`src/shared/tqf_map.vh`:
```
`ifndef TQF_MAP_VH
`define TQF_MAP_VH

`define TQF_ADDR_CTRL2      7'h08
`define TQF_ADDR_AFULL      7'h7C
`define TQF_ADDR_AEMPTY     7'h7D
`define TQF_ADDR_QUEUE      7'h7F

`define TQF_RST_AUTOTX      1'b0
`define TQF_RST_AFULL       6'h37
`define TQF_RST_AEMPTY      6'h04

`define TQF_BIT_AUTOTX      3
`define TQF_BIT_QCLEAR      0

`define TQF_DEPTH           7'h40

`endif

```
`src/rtl/tqf_skid_buffer.v`:
```
module tqf_skid_buffer (
  // Clock and reset
  input  wire       clk_sys_i,
  input  wire       reset_i,
  input  wire       flush_i,
  // Filling side
  input  wire       in_valid_i,
  output wire       in_ready_o,
  input  wire [7:0] in_data_i,
  // Draining side
  output wire       out_valid_o,
  input  wire       out_ready_i,
  output wire [7:0] out_data_o
);

  reg  [7:0] slot_q [0:1];
  reg        wr_sel_q;
  reg        rd_sel_q;
  reg  [1:0] count_q;
  wire       push;
  wire       pop;

  assign in_ready_o  = (count_q != 2'h2);
  assign out_valid_o = (count_q != 2'h0);
  assign out_data_o  = slot_q[rd_sel_q];
  assign push        = in_valid_i & in_ready_o;
  assign pop         = out_valid_o & out_ready_i;

  always @(posedge clk_sys_i) begin
    if (push) begin
      slot_q[wr_sel_q] <= in_data_i;
    end
  end

  // A flush drops both slots so a queue clear leaves nothing stale for the modulator.
  always @(posedge clk_sys_i or posedge reset_i) begin
    if (reset_i) begin
      wr_sel_q <= 1'b0;
      rd_sel_q <= 1'b0;
      count_q  <= 2'h0;
    end else if (flush_i) begin
      wr_sel_q <= 1'b0;
      rd_sel_q <= 1'b0;
      count_q  <= 2'h0;
    end else begin
      if (push) begin
        wr_sel_q <= ~wr_sel_q;
      end
      if (pop) begin
        rd_sel_q <= ~rd_sel_q;
      end
      case ({push, pop})
        2'b10:   count_q <= count_q + 2'h1;
        2'b01:   count_q <= count_q - 2'h1;
        default: count_q <= count_q;
      endcase
    end
  end

endmodule // tqf_skid_buffer

```
`src/rtl/tqf_tx_queue.v`:
```
`include "tqf_map.vh"

module tqf_tx_queue (
  // Clock and reset
  input  wire       clk_sys_i,
  input  wire       reset_i,
  // Serial peripheral interface, mode 0
  input  wire       spi_nsel_n_i,
  input  wire       spi_sck_i,
  input  wire       spi_sdi_i,
  output wire       spi_sdo_o,
  // Operating mode control
  input  wire       tx_enter_i,
  input  wire       tx_leave_i,
  input  wire       idle_on_empty_i,
  output wire       tx_active_o,
  // Interrupts
  input  wire       irq_af_enable_i,
  input  wire       irq_ae_enable_i,
  input  wire [1:0] irq_clear_i,
  output wire       irq_af_status_o,
  output wire       irq_ae_status_o,
  output wire       interrupt_pin_n_o,
  // Queue state
  output wire [6:0] fill_level_o,
  // Modulator side
  output wire       mod_valid_o,
  input  wire       mod_ready_i,
  output wire [7:0] mod_data_o
);

  localparam ST_READY = 1'b0;
  localparam ST_TX    = 1'b1;

  // Serial interface state.
  reg        sck_q;
  reg  [2:0] bit_cnt_q;
  reg  [7:0] rx_shift_q;
  reg  [7:0] tx_shift_q;
  reg        addr_phase_q;
  reg        write_q;
  reg  [6:0] addr_q;
  reg        load_q;
  wire       sck_rise;
  wire       sck_fall;
  wire       byte_done;
  wire [7:0] byte_in;
  wire       wr_stb;
  reg  [7:0] rd_data;
  wire       hit_ctrl2;
  wire       hit_afull;
  wire       hit_aempty;
  wire       hit_queue;

  // Registers.
  reg        autotx_q;
  reg  [5:0] afull_level_q;
  reg  [5:0] aempty_level_q;

  // Queue storage.
  reg  [7:0] mem_q [0:63];
  reg  [5:0] wr_ptr_q;
  reg  [5:0] rd_ptr_q;
  reg  [6:0] mem_count_q;
  reg  [6:0] level_q;
  reg  [6:0] level_d;
  wire       queue_clear;
  wire       push;
  wire       pop;
  wire       buf_in_ready;
  wire       take;

  // Mode and events.
  reg        state_q;
  reg        state_d;
  wire [1:0] evt_hit;
  wire [1:0] evt_enable;
  wire [1:0] evt_status;
  wire       af_hit;
  wire       ae_hit;

  assign sck_rise  = ~spi_nsel_n_i & spi_sck_i & ~sck_q;
  assign sck_fall  = ~spi_nsel_n_i & ~spi_sck_i & sck_q;
  assign byte_done = sck_rise & (bit_cnt_q == 3'h7);
  assign byte_in   = {rx_shift_q[6:0], spi_sdi_i};
  assign wr_stb    = byte_done & ~addr_phase_q & write_q;
  assign spi_sdo_o = tx_shift_q[7];

  assign hit_ctrl2  = (addr_q == `TQF_ADDR_CTRL2);
  assign hit_afull  = (addr_q == `TQF_ADDR_AFULL);
  assign hit_aempty = (addr_q == `TQF_ADDR_AEMPTY);
  assign hit_queue  = (addr_q == `TQF_ADDR_QUEUE);

  always @(posedge clk_sys_i or posedge reset_i) begin
    if (reset_i) begin
      sck_q        <= 1'b0;
      bit_cnt_q    <= 3'h0;
      rx_shift_q   <= 8'h00;
      tx_shift_q   <= 8'h00;
      addr_phase_q <= 1'b1;
      write_q      <= 1'b0;
      addr_q       <= 7'h00;
      load_q       <= 1'b0;
    end else begin
      sck_q <= spi_sck_i;
      if (spi_nsel_n_i) begin
        bit_cnt_q    <= 3'h0;
        addr_phase_q <= 1'b1;
        load_q       <= 1'b0;
      end else begin
        if (sck_rise) begin
          rx_shift_q <= byte_in;
          bit_cnt_q  <= bit_cnt_q + 3'h1;
        end
        if (byte_done) begin
          load_q <= 1'b1;
          if (addr_phase_q) begin
            addr_phase_q <= 1'b0;
            write_q      <= byte_in[7];
            addr_q       <= byte_in[6:0];
          end else if (addr_q != `TQF_ADDR_QUEUE) begin
            // The queue port holds its address so a burst keeps feeding the queue.
            addr_q <= addr_q + 7'h01;
          end
        end
        if (sck_fall) begin
          load_q <= 1'b0;
          if (load_q) begin
            tx_shift_q <= rd_data;
          end else begin
            tx_shift_q <= {tx_shift_q[6:0], 1'b0};
          end
        end
      end
    end
  end

  // The queue port is write-only, and the clear bit reads back as zero.
  always @* begin
    case (addr_q)
      `TQF_ADDR_CTRL2:  rd_data = {4'h0, autotx_q, 3'h0};
      `TQF_ADDR_AFULL:  rd_data = {2'h0, afull_level_q};
      `TQF_ADDR_AEMPTY: rd_data = {2'h0, aempty_level_q};
      default:          rd_data = 8'h00;
    endcase
  end

  always @(posedge clk_sys_i or posedge reset_i) begin
    if (reset_i) begin
      autotx_q       <= `TQF_RST_AUTOTX;
      afull_level_q  <= `TQF_RST_AFULL;
      aempty_level_q <= `TQF_RST_AEMPTY;
    end else if (wr_stb) begin
      if (hit_ctrl2) begin
        autotx_q <= byte_in[`TQF_BIT_AUTOTX];
      end
      if (hit_afull) begin
        afull_level_q <= byte_in[5:0];
      end
      if (hit_aempty) begin
        aempty_level_q <= byte_in[5:0];
      end
    end
  end

  // Clear is an action, not a stored bit, so software need not write it back to zero.
  assign queue_clear = wr_stb & hit_ctrl2 & byte_in[`TQF_BIT_QCLEAR];
  // Bytes beyond the capacity are dropped; the buffer slots count toward it.
  assign push = wr_stb & hit_queue & (level_q != `TQF_DEPTH) & ~queue_clear;
  assign pop  = (state_q == ST_TX) & buf_in_ready & (mem_count_q != 7'h00) & ~queue_clear;

  always @(posedge clk_sys_i) begin
    if (push) begin
      mem_q[wr_ptr_q] <= byte_in;
    end
  end

  always @(posedge clk_sys_i or posedge reset_i) begin
    if (reset_i) begin
      wr_ptr_q    <= 6'h00;
      rd_ptr_q    <= 6'h00;
      mem_count_q <= 7'h00;
    end else if (queue_clear) begin
      wr_ptr_q    <= 6'h00;
      rd_ptr_q    <= 6'h00;
      mem_count_q <= 7'h00;
    end else begin
      if (push) begin
        wr_ptr_q <= wr_ptr_q + 6'h01;
      end
      if (pop) begin
        rd_ptr_q <= rd_ptr_q + 6'h01;
      end
      case ({push, pop})
        2'b10:   mem_count_q <= mem_count_q + 7'h01;
        2'b01:   mem_count_q <= mem_count_q - 7'h01;
        default: mem_count_q <= mem_count_q;
      endcase
    end
  end

  // Two slots decouple the modulator from the storage read, so a stall loses no byte.
  tqf_skid_buffer u_skid (
    .clk_sys_i   (clk_sys_i),
    .reset_i     (reset_i),
    .flush_i     (queue_clear),
    .in_valid_i  (pop),
    .in_ready_o  (buf_in_ready),
    .in_data_i   (mem_q[rd_ptr_q]),
    .out_valid_o (mod_valid_o),
    .out_ready_i (mod_ready_i),
    .out_data_o  (mod_data_o)
  );

  assign take = mod_valid_o & mod_ready_i;

  always @* begin
    level_d = level_q;
    if (queue_clear) begin
      level_d = 7'h00;
    end else if (push & ~take) begin
      level_d = level_q + 7'h01;
    end else if (take & ~push) begin
      level_d = level_q - 7'h01;
    end
  end

  always @(posedge clk_sys_i or posedge reset_i) begin
    if (reset_i) begin
      level_q <= 7'h00;
    end else begin
      level_q <= level_d;
    end
  end

  // Events fire on arrival at the level, not while sitting on it.
  assign af_hit = push & ~take & (level_d == {1'b0, afull_level_q});
  assign ae_hit = take & ~push & (level_d == {1'b0, aempty_level_q});

  always @* begin
    state_d = state_q;
    case (state_q)
      ST_READY: begin
        if (tx_enter_i | (autotx_q & af_hit)) begin
          state_d = ST_TX;
        end
      end
      ST_TX: begin
        if (tx_leave_i) begin
          state_d = ST_READY;
        end else if ((idle_on_empty_i | autotx_q) & (level_q == 7'h00)) begin
          state_d = ST_READY;
        end
      end
      default: state_d = ST_READY;
    endcase
  end

  always @(posedge clk_sys_i or posedge reset_i) begin
    if (reset_i) begin
      state_q <= ST_READY;
    end else begin
      state_q <= state_d;
    end
  end

  // Bit 0 of each event vector is almost full, bit 1 almost empty.
  assign evt_hit    = {ae_hit, af_hit};
  assign evt_enable = {irq_ae_enable_i, irq_af_enable_i};

  genvar ev;
  generate
    for (ev = 0; ev < 2; ev = ev + 1) begin : g_event
      reg flag_q;
      // A new event in the cycle of its clear is kept, so no event is ever lost.
      always @(posedge clk_sys_i or posedge reset_i) begin
        if (reset_i) begin
          flag_q <= 1'b0;
        end else begin
          flag_q <= evt_hit[ev] | (flag_q & ~irq_clear_i[ev]);
        end
      end
      assign evt_status[ev] = flag_q;
    end
  endgenerate

  assign interrupt_pin_n_o = ~|(evt_status & evt_enable);
  assign irq_af_status_o   = evt_status[0];
  assign irq_ae_status_o   = evt_status[1];
  assign tx_active_o       = state_q;
  assign fill_level_o      = level_q;

endmodule // tqf_tx_queue

```
`config.mk`:
```
export PLATFORM = sky130hd
export DESIGN_NAME = tqf_tx_queue
export DESIGN_NICKNAME = d
export VERILOG_FILES = /design/src/rtl/tqf_skid_buffer.v /design/src/rtl/tqf_tx_queue.v
export VERILOG_INCLUDE_DIRS = /design/src /design/src/shared
export SDC_FILE = /design/constraint.sdc
export NUM_CORES = 1
export LEC_CHECK = 0
export ABC_AREA = 0
export BUFFER_PORTS_ARGS = -buffer_cell sky130_fd_sc_hd__buf_2
export CAP_MARGIN = 20
export CORE_AREA = 8 8 163 280
export CTS_BUF_LIST = sky130_fd_sc_hd__clkbuf_4 sky130_fd_sc_hd__clkbuf_8 sky130_fd_sc_hd__clkbuf_16
export DETAILED_ROUTE_END_ITERATION = 7
export DIE_AREA = 0 0 171 288
export PLACE_DENSITY = 0.72
export SYNTH_ARGS = -nofsm -noshare
export SYNTH_HDL_FRONTEND = slang
export SYNTH_SLANG_ARGS = --single-unit
```
`constraint.sdc`:
```
create_clock -name clk_sys_i -period 11 [get_ports clk_sys_i]
set_clock_uncertainty 0.2 [all_clocks]
set_input_delay 1.1 -clock clk_sys_i [delete_from_list [all_inputs] [get_ports clk_sys_i]]
set_output_delay 1.1 -clock clk_sys_i [all_outputs]
set_load 0.02 [all_outputs]
```
==> results of run 1 <==
-- worst min path at each step --
| stage | start | to | slack [ps] | cells after the start |
|---|---|---|---|---|
| floorplan | tx_shift_q[0] | tx_shift_q[0] | 240 | 2 |
| finish | reset_i | rd_ptr_q[4] | 250 | 2 |
| global placement | tx_shift_q[3] | tx_shift_q[3] | 260 | 2 |
| global route | reset_i | addr_q[1] | 250 | 2 |
| CTS | reset_i | addr_q[1] | 240 | 2 |
| detailed placement | tx_shift_q[4] | tx_shift_q[4] | 270 | 2 |
-- critical path, stage by stage (launching register included) --
cell	delay, ps
sky130_fd_sc_hd__dfrtp_1	460
sky130_fd_sc_hd__ha_1	340
sky130_fd_sc_hd__nand3_2	110
sky130_fd_sc_hd__or2_1	460
sky130_fd_sc_hd__nor3_4	560
sky130_fd_sc_hd__nand4b_1	920
sky130_fd_sc_hd__nor2_1	920
-- cell type report --
type / instances / share of cell area [%]
sequential: 603 / 65.6
tap: 555 / 2.56
clock buffer: 61 / 5.12
clock inverter: 33 / 1.27
timing repair buffer: 50 / 1.08
multi-input combinational: 605 / 24.2
inverter: 18 / 0.254
-- cell families after synthesis --
group                      after synthesis  synth area share (%)
DFF                                    603                  71.9
and+or+nand+nor                        248                  4.92
muxes                                  203                  16.9
AOI/OAI and AO/OA                      108                  2.84
buffers and inverters                   92                  1.54
xor gates and xnor gates                31                  1.10
adders and majority gates               15                 0.791
-- sequential cells by signal, indices dropped and copies added, names as in the netlist, 6 cells and up --
name            cells
tx_shift_q          8
aempty_level_q      6
fill_level_o        7
mem_q             512
rx_shift_q          7
afull_level_q       6
rd_ptr_q            6
addr_q              7
u_skid.slot_q      16
mem_count_q         7
wr_ptr_q            6
-- where the power goes --
part           total [µW]  switching [µW]  leakage (µW)  internal [µW]
registers            2840             148       0.00572           2700
clock network        1840             794      0.000856           1050
logic                 399             283       0.00254            116
-- metal layers --
metal,track usage (%),vias up,part of all wire (%)
met2,40.7,390,55
met1,27.2,6416,37
li1,-,5283,-
met4,9.88,0,4.4
met3,2.50,117,4.2
met5,0,-,0
-- through the flow --
stage / worst slack (ps) / utilization [%] / hold WS (ps) / instances
6_report: 6660 / 65.1 / 251 / 1925
5_1_grt: 6510 / 65.1 / 252 / 1925
4_1_cts: 6740 / 65.1 / 239 / 1925
3_5_place_dp: 6380 / 60.9 / 266 / 1831
3_3_place_gp: 6480 / 60.9 / 262 / 1831
2_1_floorplan: 6930 / - / 245 / 1300
-- synthesized netlist by cell type, types with 8 or more instances --
| master | instances | area (µm²) |
|---|---|---|
| sky130_fd_sc_hd__xor2_1 | 14 | 123 |
| sky130_fd_sc_hd__clkbuf_1 | 48 | 180 |
| sky130_fd_sc_hd__mux2_2 | 26 | 293 |
| sky130_fd_sc_hd__ha_1 | 14 | 175 |
| sky130_fd_sc_hd__nor2_1 | 118 | 443 |
| sky130_fd_sc_hd__dfrtp_1 | 68 | 1700 |
| sky130_fd_sc_hd__mux2i_1 | 9 | 90.1 |
| sky130_fd_sc_hd__buf_2 | 16 | 80.1 |
| sky130_fd_sc_hd__nand2_1 | 44 | 165 |
| sky130_fd_sc_hd__xnor2_1 | 17 | 149 |
| sky130_fd_sc_hd__nand3_1 | 13 | 65.1 |
| sky130_fd_sc_hd__a22oi_1 | 8 | 60.1 |
| sky130_fd_sc_hd__o21ai_0 | 37 | 185 |
| sky130_fd_sc_hd__mux4_2 | 168 | 3780 |
| sky130_fd_sc_hd__buf_1 | 8 | 30.0 |
| sky130_fd_sc_hd__a21oi_1 | 19 | 95.1 |
| sky130_fd_sc_hd__edfxtp_1 | 528 | 15900 |
| sky130_fd_sc_hd__inv_1 | 18 | 67.6 |
==> summary.md, run 1 <==
• outcome: finished clean
• total setup buffers inserted after CTS: 0
• vias in the first global route: 12800
• most frequent cells in the layout: sky130_fd_sc_hd__edfxtp_1 (528), sky130_fd_sc_hd__mux4_2 (168), sky130_fd_sc_hd__nor2_1 (118), sky130_fd_sc_hd__dfrtp_1 (58), sky130_fd_sc_hd__clkbuf_16 (53)
• Critical Path RT: 11000 ps
• antenna violation net count after detailed routing: 0
• detail-routed net length per standard cell: 28.0 µm
• count of clock tree sinks: 603
• overall routing resource usage: 22.7%
• max-capacitance violation count: 0
• clk root buf: sky130_fd_sc_hd__clkbuf_16
• sequential cell area fraction in the yosys report: 71.9%
• r2r setup slk: 6660 ps
• # H-tree levels: 2
• arrival time at the worst endpoint: 4340 ps
• warnings from Yosys: 0
• leakage power total: 0.00912 µW
• count of different cell masters after synthesis: 75
• max-slew violation count: 0
• number of remaining DRC errors: 0
• initial core utilization: 59.3%
• FF-to-FF End: mem_q[61][7]
• synthesized net count: 1328
• Worst Reg2Reg Path Length in Cells: 6
• category of the worst setup path launch point: flip-flop
• share of final-layout standard cells stronger than drive strength 1: 26.5%
• post-synthesis instance area: 24700 µm²
• total setup violations reported at the end of the flow: 0
• Async S/R FF share, synth: 12.4%
• average size of a mapped cell: 19.0 µm²
• detailed-routing iteration count for the pre-antenna-repair pass: 5
• maximum fanout encountered on the critical timing path: 14
• number of synthesized flops with an enable pin: 528
• overall routed net length: 53.8 mm
• hold buffer count at cts: 0
• critical path launch point: addr_q[0]
• area of the multi-input gates: 6550 µm²
• core region area: 41600 µm²
• maximum vdd drop: 0.000174 V
• insertion delay of the later-clocked pin in the worst-skew pair: 570 ps
• global-route wire length before repair: 81.9 mm
• number of buffers inserted by port buffering: 33
• min-delay worst type: in2async
• number of standard cells after synthesis: 1300
• initial antenna violation count: 0
• Tcrit/Tclk final: 39.4%
• CTS max path bufs: 3
• clock transition at the registers of the reported paths: 70 ps
• commonest non-fill, non-tap cell in the layout: sky130_fd_sc_hd__edfxtp_1
• unrepaired setup endpoints after global routing: no
• total power after layout: 5080 µW
• CTS tree: yes
• final-report hold violation count: 0
• worst flop-to-flop path startpoint: addr_q[0]
• mean number of vias per cell: 6.34
• Row Count: 99
• total half-perimeter wirelength after legalization and detailed placement: 35.3 mm
• vias post-DR: 12200
• overflow left after global routing: 0
• largest net degree at the start of global routing: 74
• quantity of gates resized following cts: 0
• worst slew margin relative to its limit: 31.0%
• startpoint-to-endpoint class of the critical path: reg2reg
• area added between synthesis and finish: 9.83%
• area of the die: 49200 µm²
• Highest Clock Rate: 231 MHz
• post-route minimum period: 4340 ps
• Die Y-Extent: 288 µm
• number of top-level design ports: 34
• endpoint class of the critical path: flip-flop
• placed instance area: 25400 µm²
• Sequential cell area: 17800 µm²
• Top FF cell, synth: sky130_fd_sc_hd__edfxtp_1
• cell area after layout: 27100 µm²
• total power divided by cell area: 188 nW/µm²
• worst-margin pin slew: 1030 ps
• global placement routability congestion: 0.903
• CTS Buf Count: 50
• Detailed Route Iter0 Violations: 1041
• number of fill cells: 2816
• flops & latches, synth: 603
• Nets: 1356
• Die Width: 171 µm
• destination of the critical timing path: mem_q[61][7]
• Setup Total Neg Slack: 0 ps
• number of inserted diodes: 0
No activity file was read; power rests on OpenSTA's default activity.
==> inputs of run 2 (changes only) <==
ABC_AREA = 1   (was 0)
CORE_AREA = 8 8 164 281   (was 8 8 163 280)
DIE_AREA = 0 0 172 289   (was 0 0 171 288)
clock period = 4.5 ns   (was 11 ns; I/O delays follow)
==> run 2 against run 1 <==
  * Synthesized cell count grew 59%
  * Register-to-register slack lost 5900 ps
  * First-iteration DRC count grew 70%
  * Utilization shrank 0.38 points
  * Sequential share of layout area shrank 0.60 points
  * Final cell count grew 38%
  * Via count grew 38%
  * Clock-buffer cell count grew 6
  * Area after synthesis grew 1.0%
  * Final area grew 1.0%
  * Die area grew 0.93%
==> summary.md, run 2 <==
• maximum vdd drop: 0.000485 V
• flops & latches, synth: 603
• Setup Total Neg Slack: 0 ps
• sequential cell area fraction in the yosys report: 71.2%
• most frequent cells in the layout: sky130_fd_sc_hd__edfxtp_1 (528), sky130_fd_sc_hd__nor2_1 (349), sky130_fd_sc_hd__o21ai_0 (309), sky130_fd_sc_hd__nand2_1 (197), sky130_fd_sc_hd__nand3_1 (86)
• area of the die: 49700 µm²
• number of standard cells after synthesis: 2066
• worst slack, placed: 802 ps
• total half-perimeter wirelength after legalization and detailed placement: 44.4 mm
• endpoint class of the critical path: flip-flop
• Die Y-Extent: 289 µm
• number of flip-flops under the largest register name: 512
• detailed-routing iteration count for the pre-antenna-repair pass: 6
• number of synthesized flops with an enable pin: 528
• CTS Buf Count: 52
• PnR worst setup slack: 753 ps
• worst-margin pin slew: 1110 ps
• number of top-level design ports: 34
• Critical Path RT: 4500 ps
• arrival time at the worst endpoint: 3750 ps
• global placement routability congestion: 0.945
• Highest Clock Rate: 267 MHz
• average size of a mapped cell: 12.1 µm²
• count of clock tree sinks: 603
• number of buffers inserted by port buffering: 33
• max-slew violation count: 0
• Sequential cell area: 17800 µm²
• total setup violations reported at the end of the flow: 0
• most used standard cells in the synthesized netlist: sky130_fd_sc_hd__edfxtp_1 (528), sky130_fd_sc_hd__nor2_1 (350), sky130_fd_sc_hd__o21ai_0 (309), sky130_fd_sc_hd__nand2_1 (197), sky130_fd_sc_hd__clkbuf_1 (96)
• final hold slack: 223 ps
• CTS tree: yes
• insertion delay of the later-clocked pin in the worst-skew pair: 580 ps
• top register by number of flip-flops: mem_q
• met2 layer wire length in the routed design: 36.6 mm
• largest net degree at the start of global routing: 259
• total power divided by cell area: 614 nW/µm²
• count of different cell masters after synthesis: 45
• Top FF cell, synth: sky130_fd_sc_hd__edfxtp_1
• Tcrit/Tclk final: 83.3%
• unrepaired setup endpoints after global routing: no
• met1 routed wirelength after detailed routing: 23.1 mm
• Row Count: 100
• min-delay worst type: in2reg
• Die Width: 172 µm
• uppermost routed layer: met4
• vias in the first global route: 16900
• warnings from Yosys: 0
• max-capacitance violation count: 0
• startpoint-to-endpoint class of the critical path: reg2reg
• outcome: finished clean
• quantity of gates resized following cts: 0
• category of the worst setup path launch point: flip-flop
• overall routing resource usage: 28.4%
• number of remaining DRC errors: 0
• cells along the critical path: ha_1 -> ha_1 -> nand4_4 -> nor2_4 -> nand3_4 -> nor2_1 -> nand3_1 -> nor2_1
• routed length on met3: 4.59 mm
• global-route wire length before repair: 103 mm
• post-route minimum period: 3750 ps
• slowest stage cell on the critical path: sky130_fd_sc_hd__nor2_1
• clk root buf: sky130_fd_sc_hd__clkbuf_16
• initial antenna violation count: 0
• commonest non-fill, non-tap cell in the layout: sky130_fd_sc_hd__edfxtp_1
• share of final-layout standard cells stronger than drive strength 1: 9.60%
• Async S/R FF share, synth: 12.4%
• Detailed Route Iter0 Violations: 1766
• detail-routed net length per standard cell: 26.1 µm
• mean number of vias per cell: 6.30
• overflow left after global routing: 0
• crit-path max cell delay: 780 ps
• overall routed net length: 69.6 mm
• vias post-DR: 16800
• # H-tree levels: 2
• core region area: 42300 µm²
• post-synth top area share: 63.6%
• number of fill cells: 3156
• initial core utilization: 58.9%
• final-report hold violation count: 0
• number of inserted diodes: 0
• worst slew margin relative to its limit: 26.0%
• top cells by area, synth: sky130_fd_sc_hd__edfxtp_1 (64%), sky130_fd_sc_hd__dfrtp_1 (6.8%), sky130_fd_sc_hd__o21ai_0 (6.2%)
• buffers plus inverters on the worst setup path: 0
• most repeated cell in the gate-level netlist after synthesis: sky130_fd_sc_hd__edfxtp_1
• maximum fanout encountered on the critical timing path: 18
• leakage power total: 0.00946 µW
• CTS max path bufs: 3
• clock transition at the registers of the reported paths: 70 ps
• largest registers: mem_q (512), u_skid.slot_q (16), tx_shift_q (8)
• dominant delay contributor by cell family on the critical path: simple AND/OR/NAND/NOR gates
• Nets: 2091
• area of the multi-input gates: 6350 µm²
• area added between synthesis and finish: 9.80%
• cell type with the largest total area after synthesis: sky130_fd_sc_hd__edfxtp_1
• post-synthesis instance area: 24900 µm²
• total setup buffers inserted after CTS: 0
• antenna violation net count after detailed routing: 0
• synthesized net count: 2094
run 2: final timing paths:
check,slack (ps),endpoint,start,depth (start not counted)
setup reg to reg,750,mem_q[48][0],bit_cnt_q[0],8
min in group asynchronous,360,u_skid.wr_sel_q,reset_i,3
hold reg to reg,290,tx_shift_q[7],tx_shift_q[7],2
max in group asynchronous,2760,addr_phase_q,reset_i,4
hold / removal,220,u_skid.rd_sel_q,mod_ready_i,5
setup / recovery,750,mem_q[48][0],bit_cnt_q[0],8
run 2: cell type report:
class / instances / area share, %
sequential: 603 / 65.0
multi-input combinational: 1250 / 23.2
clock buffer: 67 / 5.30
tap: 561 / 2.57
timing repair buffer: 58 / 1.55
inverter: 98 / 1.37
clock inverter: 28 / 1.07
run 2: kinds of logic (layout without fill, tap and decap cells):
| logic type | count (synthesis) | in the layout | synth area share, % |
|---|---|---|---|
| simple gates | 710 | 710 | 12.2 |
| flops | 603 | 603 | 71.2 |
| compound gates | 508 | 508 | 11.9 |
| buf+inv | 213 | 251 | 3.35 |
| fa+ha+maj | 15 | 15 | 0.783 |
| xor+xnor | 14 | 14 | 0.522 |
| mux | 3 | 3 | 0.120 |
run 2: tightest hold or removal path, cell delays in order:
cell	delay (ps)
sky130_fd_sc_hd__buf_2	80
sky130_fd_sc_hd__nand2_1	200
sky130_fd_sc_hd__nand2_1	120
sky130_fd_sc_hd__nand3_1	80
sky130_fd_sc_hd__inv_1	50
run 2: where the power goes:
part           internal [µW]  switching [µW]  leakage [µW]  total, µW
sequential              6570             622       0.00572       7190
combinational           1380            3670       0.00290       5050
clock                   2580            2000      0.000847       4570
run 2: metrics by stage:
step                instance area (µm²)  instances  util, %  power, µW
detailed placement                25500       2562     60.4      12200
global placement                  25500       2562     60.4      12200
finish                            27400       2665     64.7      16800
floorplan                         24900       2066        -      10100
global route                      27400       2665     64.7      17400
CTS                               27400       2665     64.7      16700
run 2: what timing repair did:
action                                  4_1_cts  5_1_grt
endpoints found under the setup margin        0        0
hold buffers                                  8        0
hold endpoints to repair                     45        0
run 2: layer usage:
| metal | up-vias | GRT usage, % |
|---|---|---|
| met5 | - | 0 |
| met1 | 8186 | 30.5 |
| met4 | 0 | 19.6 |
| met2 | 835 | 50.8 |
| met3 | 240 | 3.61 |
| li1 | 7532 | - |
==> inputs of run 3 (changes only) <==
ABC_AREA = 0   (was 1)
CORE_AREA = 8 8 167 287   (was 8 8 164 281)
DIE_AREA = 0 0 175 295   (was 0 0 172 289)
PLACE_DENSITY = 0.71   (was 0.72)
clock period = 3 ns   (was 4.5 ns; I/O delays follow)
==> run 3 against run 2 <==
  * The run now ends with setup timing left
  * Critical endpoint is now mem_count_q[6]
  * Register-to-register slack worse by 770 ps
  * Sequential power is 45% higher
  * Final area is 5.9% higher
  * Critical path depth is 9 higher
  * Sequential share of layout area is 3.7 points lower
  * Via count is 23% lower
  * Flip-flop and latch count stayed put
  * Combinational power is 66% lower
  * Hold slack worse by 94 ps
  * Total power is 13% higher
  * Utilization is 1.1 points higher
  * Highest routed layer unchanged
==> summary.md, run 3 (same netlist as run 1, synthesis figures left out) <==
• cell type with the highest occurrence count on the critical path: sky130_fd_sc_hd__a21oi_2
• count of clock tree sinks: 603
• clock transition at the registers of the reported paths: 70 ps
• worst slew margin relative to its limit: 36.8%
• arrival time at the worst endpoint: 3270 ps
• number of flip-flops under the largest register name: 512
• top register by number of flip-flops: mem_q
• number of inserted diodes: 0
• overflow left after global routing: 0
• number of fill cells: 2896
• vias post-DR: 13000
• slowest stage cell on the critical path: sky130_fd_sc_hd__dfrtp_1
• Highest Clock Rate: 331 MHz
• total setup violations reported at the end of the flow: 1
• PnR worst setup slack: -19.4 ps
• number of top-level design ports: 34
• Setup Total Neg Slack: -19.4 ps
• initial antenna violation count: 0
• cells along the critical path: inv_1 -> ha_2 -> nor4b_4 -> buf_4 -> and2_4 -> nand3_4 -> nand2_4 -> nor2_4 -> fa_2 -> a21o_1 -> a21oi_2 -> o21bai_1 -> a21oi_2 -> nand3_1 -> o31ai_4 -> xnor2_1 -> nor2_1
• most frequent cells in the layout: sky130_fd_sc_hd__edfxtp_1 (528), sky130_fd_sc_hd__mux4_2 (168), sky130_fd_sc_hd__buf_4 (166), sky130_fd_sc_hd__nor2_1 (115), sky130_fd_sc_hd__dfrtp_1 (56)
• unrepaired setup endpoints after global routing: yes
• core region area: 44000 µm²
• Detailed Route Iter0 Violations: 1171
• Row Count: 102
• maximum fanout encountered on the critical timing path: 4
• maximum vdd drop: 0.000638 V
• total half-perimeter wirelength after legalization and detailed placement: 37.4 mm
• total power after layout: 18900 µW
• final hold slack: 129 ps
• crit-path max cell delay: 400 ps
• overall routing resource usage: 22.4%
• cell area after layout: 29000 µm²
• largest net degree at the start of global routing: 76
• overall routed net length: 56.7 mm
• global-route wire length before repair: 86.0 mm
• clk root buf: sky130_fd_sc_hd__clkbuf_16
• insertion delay of the later-clocked pin in the worst-skew pair: 580 ps
• vias in the first global route: 13700
• # H-tree levels: 2
• worst-margin pin slew: 947 ps
• leakage power total: 0.0102 µW
• share of final-layout standard cells stronger than drive strength 1: 36.9%
• max-capacitance violation count: 0
• placed instance area: 26900 µm²
• Die Width: 175 µm
• outcome: complete, but fails checks
• post-route minimum period: 3020 ps
• commonest non-fill, non-tap cell in the layout: sky130_fd_sc_hd__edfxtp_1
• Die Y-Extent: 295 µm
• Critical Path RT: 3250 ps
• initial core utilization: 56.0%
• antenna violation net count after detailed routing: 0
• total power divided by cell area: 654 nW/µm²
• number of buffers inserted by port buffering: 33
• r2r setup slk: -20 ps
• area added between synthesis and finish: 17.5%
• startpoint-to-endpoint class of the critical path: reg2reg
• CTS tree: yes
• CTS Buf Count: 51
• area of the die: 51600 µm²
• global placement routability congestion: 0.919
• detail-routed net length per standard cell: 26.7 µm
• CTS max path bufs: 3
• failing checks: setup timing
• mean number of vias per cell: 6.12
• number of remaining DRC errors: 0
• final-report hold violation count: 0
• endpoint class of the critical path: flip-flop
• largest registers: mem_q (512), u_skid.slot_q (16), tx_shift_q (8)
• Nets: 1539
• max-slew violation count: 0
• Tcrit/Tclk final: 101%
• detailed-routing iteration count for the pre-antenna-repair pass: 7
• category of the worst setup path launch point: flip-flop
• min-delay worst type: in2async
run 3: changes by cell type in the layout (fill, tap and decap cells not counted), moves of 74 or more:
cell                      before  now
sky130_fd_sc_hd__nand3_1      86   12
sky130_fd_sc_hd__o21ai_0     309   36
sky130_fd_sc_hd__mux4_2        0  168
sky130_fd_sc_hd__buf_4        13  166
sky130_fd_sc_hd__nor2_1      349  115
sky130_fd_sc_hd__o22ai_1      82    0
sky130_fd_sc_hd__nand2_1     197   43
run 3: what timing repair did:
action	in CTS	in global routing
hold buffers	9	0
hold endpoints to repair	88	0
endpoints found under the setup margin	27	262
setup buffers	7	4
pin swaps	13	17
gates resized for setup	22	14
run 3: final cells by class:
class	instances	area (µm²)	share of cell area, %
Clock inverter	30	303	1.04
Tap cell	572	716	2.47
Inverter	18	68.8	0.237
Clock buffer	64	1420	4.90
Sequential cell	603	17800	61.3
Timing Repair Buffer	232	1950	6.72
Multi-Input combinational cell	605	6770	23.3
run 3: worst paths after layout:
kind | start | to | cells past startpoint
worst max-delay path | addr_q[0] | mem_count_q[6] | 17
worst min-delay path | reset_i | rx_shift_q[4] | 4
worst max register to register | addr_q[0] | mem_count_q[6] | 17
worst min register to register | tx_shift_q[1] | tx_shift_q[1] | 2
max in group asynchronous | reset_i | rd_ptr_q[1] | 4
min in group clk_sys_i | spi_sdi_i | mem_q[22][0] | 2
run 3: per-stage QoR:
| step | util, % | worst slack (ps) | std cells |
|---|---|---|---|
| global route | 65.8 | -151 | 2124 |
| detailed placement | 61.2 | -191 | 2012 |
| global placement | 61.2 | -139 | 2012 |
| floorplan | - | -244 | 1300 |
| CTS | 65.6 | -62.6 | 2122 |
| finish | 65.8 | -19.4 | 2124 |
run 3: where the power goes:
part / internal [µW] / switching, µW / leakage (µW) / total (µW)
clock network: 3810 / 2960 / 0.000845 / 6770
logic: 659 / 1090 / 0.00360 / 1740
registers: 9880 / 553 / 0.00572 / 10400
total: 14400 / 4600 / 0.0102 / 18900
run 3: layer usage:
metal	track usage, %	part of all wire, %
met1	25.8	36
met5	0	0
met4	9.77	4.7
met2	41.5	55
met3	2.53	4.8
run 3: worst max-delay path: cells and delay by family (launching register included):
kind                       cells  cell delay, ps
buffers and inverters          2             220
and+or+nand+nor                7             760
xor gates and xnor gates       1             150
AOI/OAI and AO/OA              5             620
adders and majority gates      2             540
DFF                            1             400
